**src/logic/dmh_consts.svh**
```systemverilog
`ifndef DMH_CONSTS_SVH
`define DMH_CONSTS_SVH
// ****************************************
// Timing counts in CORE_CLK cycles
// ****************************************
`define DMH_CLK_NS 20
`define DMH_PHASE_NS 60
`define DMH_PHASE_CYC 3'((`DMH_PHASE_NS + `DMH_CLK_NS - 1) / `DMH_CLK_NS)
`define DMH_CNT_W 3
`define DMH_CNT_ZERO 3'h0
`define DMH_CNT_ONE 3'h1
`define DMH_BYTE_ZERO 8'h00
`endif

```
**src/logic/dmh_pkg.sv**
```systemverilog
`default_nettype none
package dmh_pkg;
   // Host sequencer states
   typedef enum logic [3:0] {
      DMH_IDLE, DMH_ADDR, DMH_AS_HI, DMH_DS_LO, DMH_DS_HI,
      DMH_SS_LO, DMH_SS_HI, DMH_DMA_LO, DMH_DMA_HI
   } dmh_state_e;
endpackage
`default_nettype wire

```
**src/logic/dmh_host.sv**
```systemverilog
`include "dmh_consts.svh"
`default_nettype none
// How it works
// - Muxed bus carries address, then data
// - Hold address, select, acknowledge during strobe
// - Direction high reads, low writes
// - Data strobe times each muxed non-DMA transfer
// - DMA strobe moves each muxed-mode DMA byte; separate mode uses DMA grant
// - Upstream priority grant feeds device input
// - Read strobe low reads, separate mode
// - Store strobe low writes, separate mode
// - Select low qualifies separate-mode strobes
// - DMA grant low acknowledges requested transfer
// - Control/data line classifies data byte
// - Muxed mode identical on both ports
module dmh_host import dmh_pkg::*; (
   input wire logic CORE_CLK,          // 50 MHz clock
   input wire logic SYS_RST,           // Sync reset, high
   input wire logic REQ_START,         // Pulse: start access
   input wire logic REQ_SEPARATE,      // 1 separate-strobe mode, 0 muxed
   input wire logic REQ_READ,          // 1 read, 0 write
   input wire logic REQ_DMA,           // 1 DMA byte transfer
   input wire logic REQ_CTRL,          // Control byte (separate mode)
   input wire logic REQ_ACK_IRQ,       // Interrupt acknowledge cycle (muxed)
   input wire logic [7:0] REQ_ADDR,    // Register address
   input wire logic [7:0] REQ_WDATA,   // Write data
   input wire logic PRIO_GRANT,        // Upstream priority from chain
   output logic REQ_BUSY,              // Access in progress
   output logic REQ_DONE,              // Pulse: access finished
   output logic [7:0] REQ_RDATA,       // Read data
   output logic DEV_IRQ,               // Device interrupt pending
   output logic DEV_DMA_REQ,           // Device requests DMA
   input wire logic [7:0] BUS_I,       // Bus pins in
   output logic [7:0] BUS_O,           // Bus pins out
   output logic BUS_OE,                // High while host drives bus
   output logic ADDR_STROBE_N,         // Address strobe
   output logic XFER_STROBE_N,         // Data strobe
   output logic DIR_READ_HIGH,         // Direction
   output logic PORT_SELECT_N,         // Muxed select
   output logic IRQ_ACKNOWLEDGE_N,     // Interrupt acknowledge
   output logic DMA_STROBE_N,          // DMA strobe
   output logic READ_STROBE_N,         // Separate read
   output logic STORE_STROBE_N,        // Separate write
   output logic SELECT_N,              // Separate select
   output logic DMA_GRANT_N,           // DMA acknowledge
   output logic CTRL_OR_DATA_SEL,      // Control/data class
   output logic PRIO_ENABLE_IN,        // Priority grant to device
   input wire logic DMA_REQUEST_OR_HOLD_N, // Request/wait from device
   input wire logic IRQ_OUT_N          // Open-drain interrupt line
);
   // ****************************************
   // Pin synchronisers
   // ****************************************
   logic [7:0] bus_m, bus_s;           // Bus data sync
   logic hold_m, hold_s;               // Request/wait sync
   logic irq_m, irq_s;                 // Interrupt sync
   // Two flops on every pin input; first stage read only by the second
   always_ff @(posedge CORE_CLK) begin
      bus_m <= BUS_I;
      bus_s <= bus_m;
      hold_m <= DMA_REQUEST_OR_HOLD_N;
      hold_s <= hold_m;
      irq_m <= IRQ_OUT_N;
      irq_s <= irq_m;
   end

   // ****************************************
   // Status to user
   // ****************************************
   always_ff @(posedge CORE_CLK) begin
      if (SYS_RST) begin
         DEV_IRQ <= 1'b0;
         DEV_DMA_REQ <= 1'b0;
         PRIO_ENABLE_IN <= 1'b0;
      end else begin
         DEV_IRQ <= ~irq_s;
         DEV_DMA_REQ <= ~hold_s & ~REQ_BUSY;
         PRIO_ENABLE_IN <= PRIO_GRANT;
      end
   end

   // ****************************************
   // Access sequencer
   // ****************************************
   dmh_state_e state;                  // Current phase
   logic [`DMH_CNT_W-1:0] cnt;         // Phase timer
   logic rd, dma;                      // Latched direction and transfer kind
   logic [7:0] wdat;                   // Latched write data
   wire logic phase_end = (cnt == `DMH_CNT_ZERO); // Timer expired
   // Wait stretches a strobe until the device lets go; DMA request is not a wait
   wire logic stall = ~hold_s & ~dma;

   // Phase timer reload helper
   function automatic logic [`DMH_CNT_W-1:0] reload();
      return `DMH_PHASE_CYC - `DMH_CNT_ONE;
   endfunction

   // Phase state and timer
   always_ff @(posedge CORE_CLK) begin
      if (SYS_RST) begin
         state <= DMH_IDLE;
         cnt <= `DMH_CNT_ZERO;
         rd <= 1'b0;
         dma <= 1'b0;
         wdat <= `DMH_BYTE_ZERO;
      end else begin
         if (!phase_end) cnt <= cnt - `DMH_CNT_ONE;
         case (state)
            DMH_IDLE: begin
               if (REQ_START) begin
                  rd <= REQ_READ;
                  dma <= REQ_DMA;
                  wdat <= REQ_WDATA;
                  cnt <= reload();
                  if (REQ_DMA) state <= DMH_DMA_LO;
                  else if (REQ_SEPARATE) state <= DMH_SS_LO;
                  else state <= DMH_ADDR;
               end
            end
            DMH_ADDR: if (phase_end) begin state <= DMH_AS_HI; cnt <= reload(); end
            DMH_AS_HI: if (phase_end) begin state <= DMH_DS_LO; cnt <= reload(); end
            DMH_DS_LO: if (phase_end && !stall) begin state <= DMH_DS_HI; cnt <= reload(); end
            DMH_SS_LO: if (phase_end && !stall) begin state <= DMH_SS_HI; cnt <= reload(); end
            DMH_DMA_LO: if (phase_end) begin state <= DMH_DMA_HI; cnt <= reload(); end
            DMH_DS_HI, DMH_SS_HI, DMH_DMA_HI: if (phase_end) state <= DMH_IDLE;
            default: state <= DMH_IDLE;
         endcase
      end
   end

   // ****************************************
   // Pin drive
   // ****************************************
   wire logic strobe_end = phase_end && !stall; // Leaving a data phase
   always_ff @(posedge CORE_CLK) begin
      if (SYS_RST) begin
         ADDR_STROBE_N <= 1'b1; XFER_STROBE_N <= 1'b1; DIR_READ_HIGH <= 1'b1;
         PORT_SELECT_N <= 1'b1; IRQ_ACKNOWLEDGE_N <= 1'b1; DMA_STROBE_N <= 1'b1;
         READ_STROBE_N <= 1'b1; STORE_STROBE_N <= 1'b1; SELECT_N <= 1'b1;
         DMA_GRANT_N <= 1'b1; CTRL_OR_DATA_SEL <= 1'b0;
         BUS_O <= `DMH_BYTE_ZERO; BUS_OE <= 1'b0;
         REQ_BUSY <= 1'b0; REQ_DONE <= 1'b0; REQ_RDATA <= `DMH_BYTE_ZERO;
      end else begin
         REQ_DONE <= 1'b0;
         case (state)
            DMH_IDLE: if (REQ_START) begin
               REQ_BUSY <= 1'b1;
               DIR_READ_HIGH <= REQ_READ;
               CTRL_OR_DATA_SEL <= REQ_CTRL;
               if (REQ_DMA) begin
                  DMA_STROBE_N <= REQ_SEPARATE;
                  DMA_GRANT_N <= ~REQ_SEPARATE;
                  BUS_O <= REQ_WDATA; BUS_OE <= ~REQ_READ;
               end else if (REQ_SEPARATE) begin
                  SELECT_N <= 1'b0;
                  READ_STROBE_N <= ~REQ_READ;
                  STORE_STROBE_N <= REQ_READ;
                  BUS_O <= REQ_WDATA; BUS_OE <= ~REQ_READ;
               end else begin
                  ADDR_STROBE_N <= 1'b0;
                  PORT_SELECT_N <= 1'b0;
                  IRQ_ACKNOWLEDGE_N <= ~REQ_ACK_IRQ;
                  BUS_O <= REQ_ADDR; BUS_OE <= 1'b1;
               end
            end
            DMH_ADDR: if (phase_end) ADDR_STROBE_N <= 1'b1;
            DMH_AS_HI: if (phase_end) begin
               // Address and select released only after strobe rose
               PORT_SELECT_N <= 1'b1; IRQ_ACKNOWLEDGE_N <= 1'b1;
               XFER_STROBE_N <= 1'b0;
               BUS_O <= wdat; BUS_OE <= ~rd;
            end
            DMH_DS_LO: if (strobe_end) begin
               XFER_STROBE_N <= 1'b1;
               if (rd) REQ_RDATA <= bus_s;
               BUS_OE <= 1'b0;
            end
            DMH_SS_LO: if (strobe_end) begin
               READ_STROBE_N <= 1'b1; STORE_STROBE_N <= 1'b1; SELECT_N <= 1'b1;
               if (rd) REQ_RDATA <= bus_s;
               BUS_OE <= 1'b0;
            end
            DMH_DMA_LO: if (phase_end) begin
               DMA_STROBE_N <= 1'b1; DMA_GRANT_N <= 1'b1;
               if (rd) REQ_RDATA <= bus_s;
               BUS_OE <= 1'b0;
            end
            DMH_DS_HI, DMH_SS_HI, DMH_DMA_HI: if (phase_end) begin
               REQ_BUSY <= 1'b0; REQ_DONE <= 1'b1;
            end
            default: ;
         endcase
      end
   end
endmodule // dmh_host
`default_nettype wire

```
**config.mk**
```make
export PLATFORM = sky130hd
export DESIGN_NAME = dmh_host
export DESIGN_NICKNAME = d
export VERILOG_FILES = /design/src/logic/dmh_pkg.sv /design/src/logic/dmh_host.sv
export VERILOG_INCLUDE_DIRS = /design/src /design/src/logic
export SDC_FILE = /design/constraint.sdc
export NUM_CORES = 1
export LEC_CHECK = 0
export BUFFER_PORTS_ARGS = -buffer_cell sky130_fd_sc_hd__buf_2
export CAP_MARGIN = 20
export CORE_ASPECT_RATIO = 0.75
export CORE_MARGIN = 10
export CORE_UTILIZATION = 52
export DETAILED_ROUTE_END_ITERATION = 8
export PLACE_DENSITY = 0.85
export SLEW_MARGIN = 5
export SYNTH_ARGS = -nofsm -noshare
export SYNTH_HDL_FRONTEND = slang
export SYNTH_SLANG_ARGS = --single-unit
```
**constraint.sdc**
```tcl
create_clock -name CORE_CLK -period 2.2 [get_ports CORE_CLK]
set_clock_uncertainty 0.1 [all_clocks]
set_input_delay 0.11 -clock CORE_CLK [delete_from_list [all_inputs] [get_ports CORE_CLK]]
set_output_delay 0.11 -clock CORE_CLK [all_outputs]
set_load 0.02 [all_outputs]
```
[After elaboration in Yosys (flattened, before gate mapping)]
Cells that the tools add are included.
Cells by class
  shifts and indexed selects: 0
  divide/modulo/power cells: 0
  $lt $le $gt $ge: 0
  multiply operators: 0
  reductions and logical operators: 27
  add/subtract/negate cells: 1
  muxes and demuxes: 64
  bitwise gates (word level): 11
  equal/unequal tests: 20
Operators with widths (number)
  8-bit two-way mux: 7
  8-bit case mux with 2 select lines: 2
  1-bit two-way mux: 29
  4-bit two-way mux: 7
  4-bit case mux with 7 select lines: 1
  2-bit != test, second input constant: 11
  1-bit case mux with 2 select lines: 10
  5-bit AND reduction: 4
  3-bit two-way mux: 6
  4-bit by 3-bit equality test with 1-bit output, second input constant: 4
  2-bit nonzero test: 7
  3-bit AND reduction: 4
  1-bit NOT: 9
  3-bit case mux with 3 select lines: 1
  4-bit by 2-bit equality test with 1-bit output, second input constant: 2
  7-bit AND reduction: 1
  3-bit OR reduction: 2
  4-bit by 1-bit equality test with 1-bit output, second input constant: 1
  4-bit equality test, second input constant: 1
  4-bit zero test: 1
  1-bit case mux with 4 select lines: 1
  4-bit AND reduction: 1
  4-bit nonzero test: 1
  2-bit OR reduction: 2
  other kinds (7): 8
Storage, ports and cells
  latch bits: 0
  memories kept: 0
  input port bits: 35
  output and inout port bits: 33
  bits in read-only memories: 0
  word-level logic and storage cells: 153
  bits in registers: 70
  memory bits (writable): 0

[Longest topological paths before layout]
Gate-level depths: netlist (run 1).
  word-level depth: 6
  mapped depth: 9
  mapped depth without buffers: 7

[Least setup slack after synthesis (run 1)]
OpenSTA, ideal clock, no wires.
  kind: flip-flop to flip-flop
  from: reg state[2]
  to: reg BUS_O[6]
  cell stages (with the launch flop): 8
  setup slack: 0.196 ns
  setup time: 0.067 ns
  clock period less this slack: 2.004 ns
  buffers on the path: 3
  required time: 2.033 ns
  arrival: 1.837 ns
  cells stage by stage: dfxtp_1 > buf_4 > or4b_1 > buf_6 > o22a_4 > buf_6 > a311o_1 > a21oi_2
On the way
  word-level cells in the longest chain between the ends: 3
  elaborated cells on any way between the ends: 7
  classes of those cells: eq/ne (3); mux (1); reduce/logical (3)
Ends and longest elaborated chain
  start, declared: line dmh_host.sv:85  | dmh_state_e state;
  start signal, assigned: line dmh_host.sv:101  | state <= DMH_IDLE;
  start signal, assigned: line dmh_host.sv:115  | if (REQ_DMA) state <= DMH_DMA_LO;
  start signal, assigned: line dmh_host.sv:116  | else if (REQ_SEPARATE) state <= DMH_SS_LO;
  4-bit by 2-bit equality test with 1-bit output or 4-bit zero test (tied branches): line dmh_host.sv:145  | case (state)
  2-bit != test (no line) or 2-bit nonzero test (tied branches)
  3-bit AND reduction (no line)
  end signal, assigned: line dmh_host.sv:171  | BUS_O <= wdat; BUS_OE <= ~rd;
  end, declared: line dmh_host.sv:34  | output logic [7:0] BUS_O,
Several ways; a longest one is shown, not always the timed one.
A chain may end at the register's enable or synchronous reset.

[Final worst setup path (run 1)]
  from: reg state[0]
  to: reg BUS_O[5]
The elaborated chain is that of the path after synthesis.

==> results of run 1 <==
==> worst max-delay path by stage <==
| stage | start | to | slack, ns | cells after the start |
|---|---|---|---|---|
| floorplan | state[2]$_SDFFE_PP0P_ | BUS_O[6]$_SDFFE_PP0P_ | 0.20 | 7 |
| global placement | state[1]$_SDFFE_PP0P_ | dma$_SDFFE_PP0P_ | 0.13 | 6 |
| detailed placement | state[1]$_SDFFE_PP0P_ | DIR_READ_HIGH$_SDFFE_PP1P_ | 0.08 | 6 |
| CTS | state[1]$_SDFFE_PP0P_ | DIR_READ_HIGH$_SDFFE_PP1P_ | 0.10 | 6 |
| global route | state[0]$_SDFFE_PP0P_ | REQ_RDATA[3]$_SDFFE_PP0P_ | 0.01 | 5 |
| finish | state[0]$_SDFFE_PP0P_ | BUS_O[5]$_SDFFE_PP0P_ | 0.13 | 4 |
==> per-layer routing <==
| metal | GRT usage [%] | vias to the layer above | part of all wire, % |
|---|---|---|---|
| li1 | - | 1296 | - |
| met1 | 21.9 | 1229 | 43 |
| met2 | 28.0 | 125 | 48 |
| met3 | 5.32 | 12 | 7.5 |
| met4 | 5.85 | 0 | 1.4 |
| met5 | 0 | - | 0 |
==> kinds of logic (layout without fill, tap and decap cells) <==
group / Yosys count / after routing
fa+ha+maj: 3 / 3
flops: 70 / 70
xor+xnor: 3 / 3
mux: 11 / 11
buf+inv: 29 / 126
compound gates: 80 / 80
simple gates: 119 / 119
==> worst register-to-register path: cells and delay by family (launching register included) <==
kind,cells,cell delay (ns)
and+or+nand+nor,1,0.68
AOI/OAI and AO/OA,3,0.81
DFF,1,0.41
==> layout make-up <==
cell class	instances	area, µm²
clock buffer	10	128
clock inverter	6	47.5
fill	418	1640
inverter	6	22.5
multi-input combinational	216	1270
sequential	70	1400
tap	75	93.8
timing repair buffer	104	668
==> power by group through the flow <==
| stage | logic (µW) | registers, µW | clock network, µW |
|---|---|---|---|
| floorplan | 1110 | 1690 | 0 |
| global placement | 1670 | 1600 | 0 |
| detailed placement | 1700 | 1610 | 0 |
| CTS | 1730 | 1580 | 925 |
| global route | 1950 | 1610 | 984 |
| finish | 1760 | 1590 | 907 |
==> state kept, by name (all words and copies together), names as in the netlist, 3 cells and up <==
signal and count:
state 4, bus_m 8, wdat 8, cnt 3, REQ_RDATA 8, bus_s 8, BUS_O 8
==> repair_timing <==
item	4_1_cts	5_1_grt
hold endpoints to repair	24	0
endpoints found under the setup margin	0	5
buffers inserted	0	0
gates resized for setup	0	1
hold buffers	22	0
==> placed cells by master (no fill, tap or decap), types with 3 or more instances in the layout <==
cell                            instances
sky130_fd_sc_hd__a21o_1                 3
sky130_fd_sc_hd__a21oi_1               25
sky130_fd_sc_hd__a311o_1                8
sky130_fd_sc_hd__a31o_2                 3
sky130_fd_sc_hd__a31oi_1                3
sky130_fd_sc_hd__buf_2                 67
sky130_fd_sc_hd__buf_4                 15
sky130_fd_sc_hd__clkbuf_8               9
sky130_fd_sc_hd__clkinv_4               3
sky130_fd_sc_hd__dfxtp_1               70
sky130_fd_sc_hd__dlygate4sd3_1         22
sky130_fd_sc_hd__ha_1                   3
sky130_fd_sc_hd__inv_1                  5
sky130_fd_sc_hd__mux2i_1               10
sky130_fd_sc_hd__nand2_1               63
sky130_fd_sc_hd__nor2_1                23
sky130_fd_sc_hd__nor2b_1                4
sky130_fd_sc_hd__nor3_1                 6
sky130_fd_sc_hd__o21ai_0               17
sky130_fd_sc_hd__o31ai_1                4
==> per-stage QoR <==
step	cell area, µm²	setup slack [ns]	cells	utilization [%]	hold slack (ns)
after CTS	3620	0.102	487	68.8	0.0515
after detailed placement	3230	0.0757	449	61.2	0.114
after floorplan	2800	0.196	315	-	0.0377
final	3630	0.125	487	68.9	0.0582
after global routing	3630	0.0121	487	68.9	0.0610
after global placement	3230	0.131	449	61.2	0.112
==> results.rst, run 1 <==
.. list-table::
   :header-rows: 1

   * - Metric
     - Value
   * - Outcome
     - finished clean
   * - Critical Path End Type
     - flip-flop
   * - Adder-cell share of the synthesized area
     - 1.34%
   * - Min Tclk post-route
     - 2.07 ns
   * - Net switching share of the total power
     - 38.8%
   * - Syn Nets
     - 353
   * - DP Wirelength
     - 5260 µm
   * - Proportion of synthesized flip-flops having asynchronous set or reset
     - 0%
   * - Slack of the worst reg-to-reg path
     - 0.13 ns
   * - Int Pwr
     - 2600 µW
   * - Remaining routing DRC violations
     - 0
   * - Synth Area in Compound Gates
     - 19.2%
   * - CP Data Arrival Time
     - 2.23 ns
   * - Combinational family with the most area after synthesis
     - simple AND/OR/NAND/NOR gates
   * - Cell accounting for the most synthesized area
     - sky130_fd_sc_hd__dfxtp_1
   * - DR pass1 iterations
     - 6
   * - Total wirelength of the detailed-routed design
     - just under 8000 µm
   * - Number of buffers created by CTS
     - 9
   * - RSZ-0062 raised after global routing
     - false
   * - Total count of hold-check failures in the final report
     - 0
   * - Count of pins on the block boundary
     - 68
   * - Highest ir drop seen on vdd
     - 660 µV
   * - Proportion of power drawn by combinational gates
     - 41.4%
   * - Buffers added on ports
     - 67
   * - Largest driver fanout on the critical path
     - 17
   * - Placer Congestion
     - 0.909
   * - Worst setup path class
     - reg -> reg
   * - Synthesized flop and latch total
     - 70
   * - Number of global-route vias before repair
     - 2552
   * - TritonCTS clock tree
     - built
   * - Syn Area/Cell
     - 8.89 µm²
   * - Max-slew headroom at the worst pin
     - between 50 and 60%
   * - Clock power share
     - 21.3%
   * - Cell-by-cell listing of the critical path
     - or4_1 > o22a_4 > a311o_1 > a21oi_1
   * - R2R Path Start
     - state[0]$_SDFFE_PP0P_
   * - Largest buffer count on any clock path
     - 2
   * - Sequential element share of the synthesized area
     - 50.0%
   * - DIE WIDTH
     - 105 µm
   * - Startpoint class of the critical path
     - flip-flop
   * - Share of synthesized area spent on multiplexers
     - 3.97%
   * - Worst hold stages
     - 4
   * - Leading cell types by total area after synthesis
     - sky130_fd_sc_hd__dfxtp_1, sky130_fd_sc_hd__nand2_1, sky130_fd_sc_hd__a21oi_1, sky130_fd_sc_hd__mux2i_1, sky130_fd_sc_hd__nor2_1
   * - Standard cell core area
     - 0.00527 mm²
   * - Clock tree root buffer cell
     - sky130_fd_sc_hd__clkbuf_8
   * - Vertical extent of the die
     - 83.6 µm
   * - Num rows
     - 23
   * - Post-layout total power
     - 4260 µW
   * - Ratio of cells with drive above 1 in the final layout
     - 25.7%
   * - Antenna violations before repair
     - 0
   * - FMAX
     - 482 MHz
   * - Diode count
     - 0
   * - Hold Path Origin
     - REQ_ADDR[1]
   * - Hold path endpoint
     - BUS_O[1]$_SDFFE_PP0P_
   * - Leftover overflow at the end of global routing
     - 0
   * - Wire length of the first global-routing pass
     - 12700 µm
   * - Critical R2R Capture
     - BUS_O[5]$_SDFFE_PP0P_
   * - Final-report max-slew violation count
     - 0
   * - Count of mapped cells out of synthesis
     - 315
   * - DRC marker count from the first detailed-route iteration
     - 210
   * - Kind of cell with the highest combined delay on the critical path
     - compound AO/OA/AOI/OAI gates
   * - Cell with the most instances after synthesis
     - sky130_fd_sc_hd__dfxtp_1
   * - Per-cell via count in the routed design
     - 5.47
   * - Slowest CP cell
     - sky130_fd_sc_hd__or4_1
   * - Max-cap check violation count
     - 0
   * - DIE AREA
     - 0.00875 mm²
   * - Number of cells traversed by the worst register-to-register path
     - 4
   * - Worst-Skew Late Latency
     - between 0.3 and 0.4 ns
   * - NetSw
     - 1650 µW
   * - Measured slew at the worst slew-check pin
     - about 0.66 ns
   * - Largest net degree at the start of global routing
     - 38
   * - Post-detailed-route wirelength per cell
     - 15.9 µm
   * - Leakage
     - roughly 0.0015 µW
   * - Commonest cells post-synth
     - sky130_fd_sc_hd__dfxtp_1, sky130_fd_sc_hd__nand2_1, sky130_fd_sc_hd__a21oi_1
   * - Pwr dens
     - 1170 mW/mm²
   * - Fin Setup TNS
     - 0 ns
   * - Proportion of netlist area held by the largest area contributor
     - 50.0%
   * - Signed area change from the synthesized netlist to the final layout
     - 29.5%
   * - Type of the tightest min-delay check
     - in -> reg
   * - Ys Warns
     - 0
   * - Synthesized-area fraction occupied by and/or/nand/nor cells
     - 19.5%
   * - Worst Path Buf+Inv
     - 0
   * - Layout Nets
     - 445
   * - Number of enable-type register cells in the synthesized netlist
     - 0
   * - Initial core utilization
     - 53.2%
   * - Max incr delay on CP
     - 0.68 ns
   * - Required time worst endpoint
     - 2.36 ns
   * - Dominant synthesized flop cell
     - sky130_fd_sc_hd__dfxtp_1
   * - Combined area of all synthesized cells
     - 0.00280 mm²
   * - Final antenna-violating net count
     - 0
   * - Clock sink count
     - 70
   * - Clock edge transition at the registers on the reported setup and hold paths
     - 0.07 ns
   * - XOR/XNOR Fraction of Synth Area
     - 0.938%
   * - Htree depth
     - 3
   * - Tot GR Track Use
     - 17.5%
   * - Sequential Power Share
     - a little under two fifths
   * - Share of the cycle needed by the critical path after routing
     - between 90% and 100%
   * - Vias
     - 2662
   * - # setup viols final
     - 0
   * - Count of different cell masters after synthesis
     - 53
(Power assumes the default switching activity.)
==> inputs of run 2 (changes only) <==
--- a/config.mk
+++ b/config.mk
@@ -10,5 +10,5 @@
 export CAP_MARGIN = 20
 export CORE_ASPECT_RATIO = 0.75
-export CORE_MARGIN = 10
+export CORE_MARGIN = 2
 export CORE_UTILIZATION = 52
 export DETAILED_ROUTE_END_ITERATION = 8
==> constraint.sdc (replaced) <==
create_clock -name CORE_CLK -period 2.2 [get_ports CORE_CLK]
set_clock_uncertainty 0.1 [all_clocks]
set_input_delay 0.22 -clock CORE_CLK [delete_from_list [all_inputs] [get_ports CORE_CLK]]
set_output_delay 0.22 -clock CORE_CLK [all_outputs]
set_load 0.02 [all_outputs]
==> run 2 against run 1 <==
Global-route usage is 8.3 points higher. Clock power increased by 26%. Clock-buffer cell count stayed put. Setup slack improved by 0.019 ns.
==> results.rst, run 2 (synthesis gave the netlist of run 1 again) <==
.. list-table::
   :header-rows: 1

   * - Metric
     - Value
   * - Buffers added on ports
     - 67
   * - Layout Nets
     - ~440
   * - Vertical extent of the die
     - 67.6 µm
   * - Min Tclk post-route
     - 2.06 ns
   * - Placer Congestion
     - between 0.9 and 1
   * - Most frequent standard cell in the layout excluding fill and tap cells
     - sky130_fd_sc_hd__dfxtp_1
   * - Clock tree root buffer cell
     - sky130_fd_sc_hd__clkbuf_8
   * - Antenna violations before repair
     - 0
   * - Most used cells in the layout excluding fill and tap cells
     - sky130_fd_sc_hd__dfxtp_1, sky130_fd_sc_hd__buf_2, sky130_fd_sc_hd__nand2_1, sky130_fd_sc_hd__a21oi_1, sky130_fd_sc_hd__nor2_1
   * - FMAX
     - 487 MHz
   * - Share of the cycle needed by the critical path after routing
     - about 93%
   * - Max-slew headroom at the worst pin
     - 56.9%
   * - Wire length of the first global-routing pass
     - 11700 µm
   * - Vias
     - between 2000 and 3000
   * - Remaining routing DRC violations
     - 0
   * - Worst hold stages
     - 3
   * - Proportion of power drawn by combinational gates
     - 39.4%
   * - Critical Path End Type
     - flip-flop
   * - Worst setup path class
     - reg -> reg
   * - Number of cells traversed by the worst register-to-register path
     - 4
   * - DIE AREA
     - between 0.005 and 0.006 mm²
   * - DIE WIDTH
     - 88.8 µm
   * - # setup viols final
     - 0
   * - Standard cell core area
     - 0.00527 mm²
   * - Htree depth
     - 3
   * - Count of pins on the block boundary
     - 68
   * - Number of global-route vias before repair
     - 2471
   * - Leakage
     - 0.00153 µW
   * - Final-report max-slew violation count
     - 0
   * - Pwr dens
     - 1250 mW/mm²
   * - Signed area change from the synthesized netlist to the final layout
     - 28.5%
   * - Largest net degree at the start of global routing
     - 37
   * - Measured slew at the worst slew-check pin
     - 0.645 ns
   * - Per-cell via count in the routed design
     - 5.51
   * - Diode count
     - 0
   * - Outcome
     - finished clean
   * - Number of post-CTS setup repair buffers
     - 0
   * - Total wirelength of the detailed-routed design
     - 7240 µm
   * - Worst-Skew Late Latency
     - 0.35 ns
   * - Required time worst endpoint
     - 2.38 ns
   * - Type of the tightest min-delay check
     - in -> reg
   * - Number of buffers created by CTS
     - 9
   * - Max-cap check violation count
     - 0
   * - Final antenna-violating net count
     - 0
   * - Num rows
     - 23
   * - Sequential Power Share
     - 35.3%
   * - DRC marker count from the first detailed-route iteration
     - 210
   * - Fin Setup TNS
     - 0 ns
   * - NetSw
     - 1670 µW
   * - CP Data Arrival Time
     - 2.23 ns
   * - Area after DPL
     - between 0.003 and 0.004 mm²
   * - RSZ-0062 raised after global routing
     - false
   * - Largest buffer count on any clock path
     - 2
   * - Clock edge transition at the registers on the reported setup and hold paths
     - 0.07 ns
   * - Leftover overflow at the end of global routing
     - 0
   * - Ratio of cells with drive above 1 in the final layout
     - between 20% and 30%
   * - DR pass1 iterations
     - 5
   * - DP Wirelength
     - 4930 µm
   * - TritonCTS clock tree
     - built
   * - Total count of hold-check failures in the final report
     - 0
   * - Tot GR Track Use
     - about a quarter
   * - Post-layout total power
     - 4490 µW
   * - Int Pwr
     - 2820 µW
   * - Post-detailed-route wirelength per cell
     - 15.1 µm
   * - Largest driver fanout on the critical path
     - 17
   * - Startpoint class of the critical path
     - flip-flop
   * - Highest ir drop seen on vdd
     - 640 µV
   * - Net switching share of the total power
     - between 30 and 40%
   * - Initial core utilization
     - 53.2%
   * - Post-cts gate resize count
     - 0
   * - Area of all placed cells without fillers
     - 0.00360 mm²
   * - Clock sink count
     - 70
   * - Clock power share
     - 25.3%
-- run 2: metrics by stage --
step                setup slack, ns  instances  hold slack, ns  utilization, %
floorplan                     0.196        315           0.148               -
global placement              0.269        452           0.210            61.7
detailed placement            0.197        452           0.214            61.7
CTS                           0.163        481         0.00793            68.3
global route                 0.0731        481         0.00698            68.3
finish                        0.145        481          0.0141            68.3
-- run 2: metal layers --
metal | wire (µm) | vias to the layer above | GRT usage (%)
li1 | - | 1279 | -
met1 | 3210 | 1244 | 34.1
met2 | 3390 | 116 | 40.6
met3 | 543 | 12 | 7.09
met4 | 98 | 0 | 9.85
met5 | 0 | - | 0
-- run 2: final timing paths --
kind	from	slack [ns]	to
worst max register to register	state[1]$_SDFFE_PP0P_	0.14	BUS_O[0]$_SDFFE_PP0P_
worst min-delay path	REQ_WDATA[6]	0.01	wdat[6]$_SDFFE_PP0P_
worst min register to register	bus_m[0]$_DFF_P_	0.23	bus_s[0]$_DFF_P_
worst max-delay path	state[1]$_SDFFE_PP0P_	0.14	BUS_O[0]$_SDFFE_PP0P_
-- run 2: layout make-up --
cell class | count | area (µm²)
clock buffer | 10 | 128
clock inverter | 6 | 92.6
inverter | 6 | 22.5
sequential | 70 | 1400
fill | 415 | 1670
multi-input combinational | 216 | 1260
timing repair buffer | 98 | 601
tap | 75 | 93.8
-- run 2: power by group through the flow --
| stage | clock [µW] | combinational [µW] | sequential [µW] |
|---|---|---|---|
| floorplan | 0 | 1110 | 1690 |
| global placement | 0 | 1680 | 1600 |
| detailed placement | 0 | 1710 | 1610 |
| CTS | 1160 | 1740 | 1580 |
| global route | 1200 | 1940 | 1600 |
| finish | 1140 | 1770 | 1580 |
-- run 2: critical path, cell delays in order, from the launching register on --
cell and delay [ns]:
sky130_fd_sc_hd__dfxtp_1 0.40, sky130_fd_sc_hd__or4_1 0.68, sky130_fd_sc_hd__o22a_4 0.36, sky130_fd_sc_hd__a311o_1 0.31, sky130_fd_sc_hd__a21oi_1 0.14
-- run 2: what timing repair did --
| action | CTS | global route |
|---|---|---|
| endpoints found under the setup margin | 0 | 0 |
| hold buffers | 13 | 0 |
| endpoints found under the hold margin | 13 | 0 |
==> inputs of run 3 (changes only) <==
MAX_ROUTING_LAYER = met4   (was unset)
PLACE_DENSITY = unset   (was 0.85)
PLACE_DENSITY_LB_ADDON = 0.12   (was unset)
==> run 3 against run 2 <==
Via count decreased by 3.2%. Fmax increased by 0.17%. Largest cell class unchanged. Global-route usage shrank 1.3 points. Sequential power hardly changed. Largest power group unchanged.
==> results.rst, run 3 (synthesis gave the netlist of run 1 again) <==
.. list-table::
   :header-rows: 1

   * - Metric
     - Value
   * - Vertical extent of the die
     - ~68 µm
   * - Slowest CP cell
     - sky130_fd_sc_hd__or4_1
   * - Largest buffer count on any clock path
     - 2
   * - # setup viols final
     - 0
   * - Placer Congestion
     - 0.909
   * - Critical Path End Type
     - flip-flop
   * - Standard cell core area
     - 0.00527 mm²
   * - Measured slew at the worst slew-check pin
     - roughly 0.63 ns
   * - Post-detailed-route wirelength per cell
     - 14.3 µm
   * - DRC marker count from the first detailed-route iteration
     - 145
   * - Outcome
     - finished clean
   * - Count of pins on the block boundary
     - 68
   * - Cell-by-cell listing of the critical path
     - or4_1 > o22a_4 > a311o_1 > a21oi_1
   * - Num rows
     - 23
   * - Type of the tightest min-delay check
     - in -> reg
   * - Number of buffers created by CTS
     - 9
   * - Remaining routing DRC violations
     - 0
   * - Signed area change from the synthesized netlist to the final layout
     - 27.7%
   * - TritonCTS clock tree
     - built
   * - Number of global-route vias before repair
     - around 2400
   * - Largest driver fanout on the critical path
     - 18
   * - Leakage
     - 0.00152 µW
   * - DP Wirelength
     - 4640 µm
   * - Area taken by multi-input logic gates
     - between 0.001 and 0.0015 mm²
   * - DIE WIDTH
     - 88.8 µm
   * - NetSw
     - approximately 1700 µW
   * - Pwr dens
     - 1240 mW/mm²
   * - Startpoint class of the critical path
     - flip-flop
   * - Proportion of power drawn by combinational gates
     - 38.0%
   * - Register area
     - 0.00140 mm²
   * - Largest net degree at the start of global routing
     - 35
   * - Most frequent standard cell in the layout excluding fill and tap cells
     - sky130_fd_sc_hd__dfxtp_1
   * - Sequential Power Share
     - a little over a third
   * - Diode count
     - 0
   * - Required time worst endpoint
     - 2.37 ns
   * - Initial core utilization
     - 53.2%
   * - Net switching share of the total power
     - a little under two fifths
   * - Wire length of the first global-routing pass
     - 10800 µm
   * - Max-cap check violation count
     - 0
   * - Number of post-CTS setup repair buffers
     - 0
   * - Max-slew headroom at the worst pin
     - a little under three fifths
   * - DIE AREA
     - 0.00600 mm²
   * - Fin Setup TNS
     - 0 ns
   * - Final antenna-violating net count
     - 0
   * - Antenna violations before repair
     - 0
   * - DR pass1 iterations
     - 4
   * - Max incr delay on CP
     - approximately 0.60 ns
   * - Final-report max-slew violation count
     - 0
   * - RSZ-0062 raised after global routing
     - false
   * - Worst setup slack after placement
     - 0.172 ns
   * - Kind of cell with the highest combined delay on the critical path
     - compound AO/OA/AOI/OAI gates
   * - Min Tclk post-route
     - around 2.1 ns
   * - Buffers added on ports
     - 67
   * - Vias
     - 2565
   * - Clock edge transition at the registers on the reported setup and hold paths
     - 0.08 ns
   * - Share of the cycle needed by the critical path after routing
     - 93.3%
   * - Worst setup path class
     - reg -> reg
   * - Leftover overflow at the end of global routing
     - 0
   * - Clock sink count
     - 70
   * - Total wirelength of the detailed-routed design
     - slightly below 7000 µm
   * - Most used cells in the layout excluding fill and tap cells
     - sky130_fd_sc_hd__dfxtp_1, sky130_fd_sc_hd__buf_2, sky130_fd_sc_hd__nand2_1, sky130_fd_sc_hd__a21oi_1, sky130_fd_sc_hd__nor2_1
   * - Per-cell via count in the routed design
     - roughly 5.4
   * - Tot GR Track Use
     - 24.6%
   * - Worst-Skew Late Latency
     - 0.34 ns
   * - Ratio of cells with drive above 1 in the final layout
     - 25.9%
   * - Htree depth
     - 3
   * - Layout Nets
     - 435
   * - Min setup slack post-route
     - 0.148 ns
   * - Total count of hold-check failures in the final report
     - 0
   * - Highest ir drop seen on vdd
     - 631 µV
   * - Int Pwr
     - 2790 µW
   * - Worst Path Buf+Inv
     - 0
   * - CP Data Arrival Time
     - 2.22 ns
   * - FMAX
     - around 490 MHz
   * - Filler cell count
     - approximately 470
   * - Clock tree root buffer cell
     - sky130_fd_sc_hd__clkbuf_8
   * - Clock power share
     - around a quarter
-- run 3: cell count changes in the layout (fill, tap and decap cells not counted) --
| cell | change |
|---|---|
| sky130_fd_sc_hd__dlygate4sd3_1 | +1 |
| sky130_fd_sc_hd__clkinv_4 | +1 |
| sky130_fd_sc_hd__buf_4 | -5 |
| sky130_fd_sc_hd__inv_6 | +1 |
| sky130_fd_sc_hd__clkbuf_1 | -1 |
| sky130_fd_sc_hd__clkinvlp_4 | -1 |
-- run 3: worst min-delay path, delay by kind of cell --
family,cells,cell delay (ns)
buffers and inverters,1,0.10
AND/OR/NAND/NOR,1,0.05
AO/OA/AOI/OAI,1,0.05
-- run 3: worst paths after layout --
kind	from	slack, ns	cells past startpoint	endpoint
setup / recovery	state[3]$_SDFFE_PP0P_	0.15	4	BUS_O[4]$_SDFFE_PP0P_
hold / removal	REQ_WDATA[6]	0.02	3	wdat[6]$_SDFFE_PP0P_
hold reg to reg	bus_m[1]$_DFF_P_	0.23	0	bus_s[1]$_DFF_P_
setup reg to reg	state[3]$_SDFFE_PP0P_	0.15	4	BUS_O[4]$_SDFFE_PP0P_
-- run 3: layer usage --
layer / vias to the layer above / share of wire [%] / GRT usage (%)
met3: 9 / 6.2 / 5.87
li1: 1276 / - / -
met5: - / 0 / -
met4: 0 / 1.1 / 10.6
met1: 1189 / 46 / 31.6
met2: 91 / 46 / 37.1
-- run 3: stage by stage --
stage                     hold WS (ns)  instances  utilization [%]  instance area [µm²]  total power [µW]
after floorplan                  0.148        315                -                 2800              2800
after global placement           0.210        447             61.0                 3210              3240
after detailed placement         0.212        447             61.0                 3210              3250
after CTS                       0.0109        477             67.9                 3580              4440
after global routing            0.0213        477             67.9                 3580              4700
final                           0.0214        477             67.9                 3580              4440
-- run 3: cell type report --
class                   instances  share of cell area [%]
clock buffers                   9                    3.46
clock inverters                 7                    2.87
inverters                       6                   0.630
multi-input cells             216                    35.2
flip-flops and latches         70                    39.2
well taps                      75                    2.62
repair buffers                 94                    16.0
-- run 3: power by group through the flow --
stage          registers (µW)  clock network, µW  logic, µW
6_report                 1580               1170       1690
5_1_grt                  1610               1240       1850
4_1_cts                  1580               1180       1670
3_5_place_dp             1610                  0       1650
3_3_place_gp             1600                  0       1630
2_1_floorplan            1690                  0       1110
-- run 3: what timing repair did --
| item | CTS | global route |
|---|---|---|
| hold buffers | 14 | 0 |
| resized for setup | 0 | 0 |
| endpoints found under the hold margin | 14 | 0 |
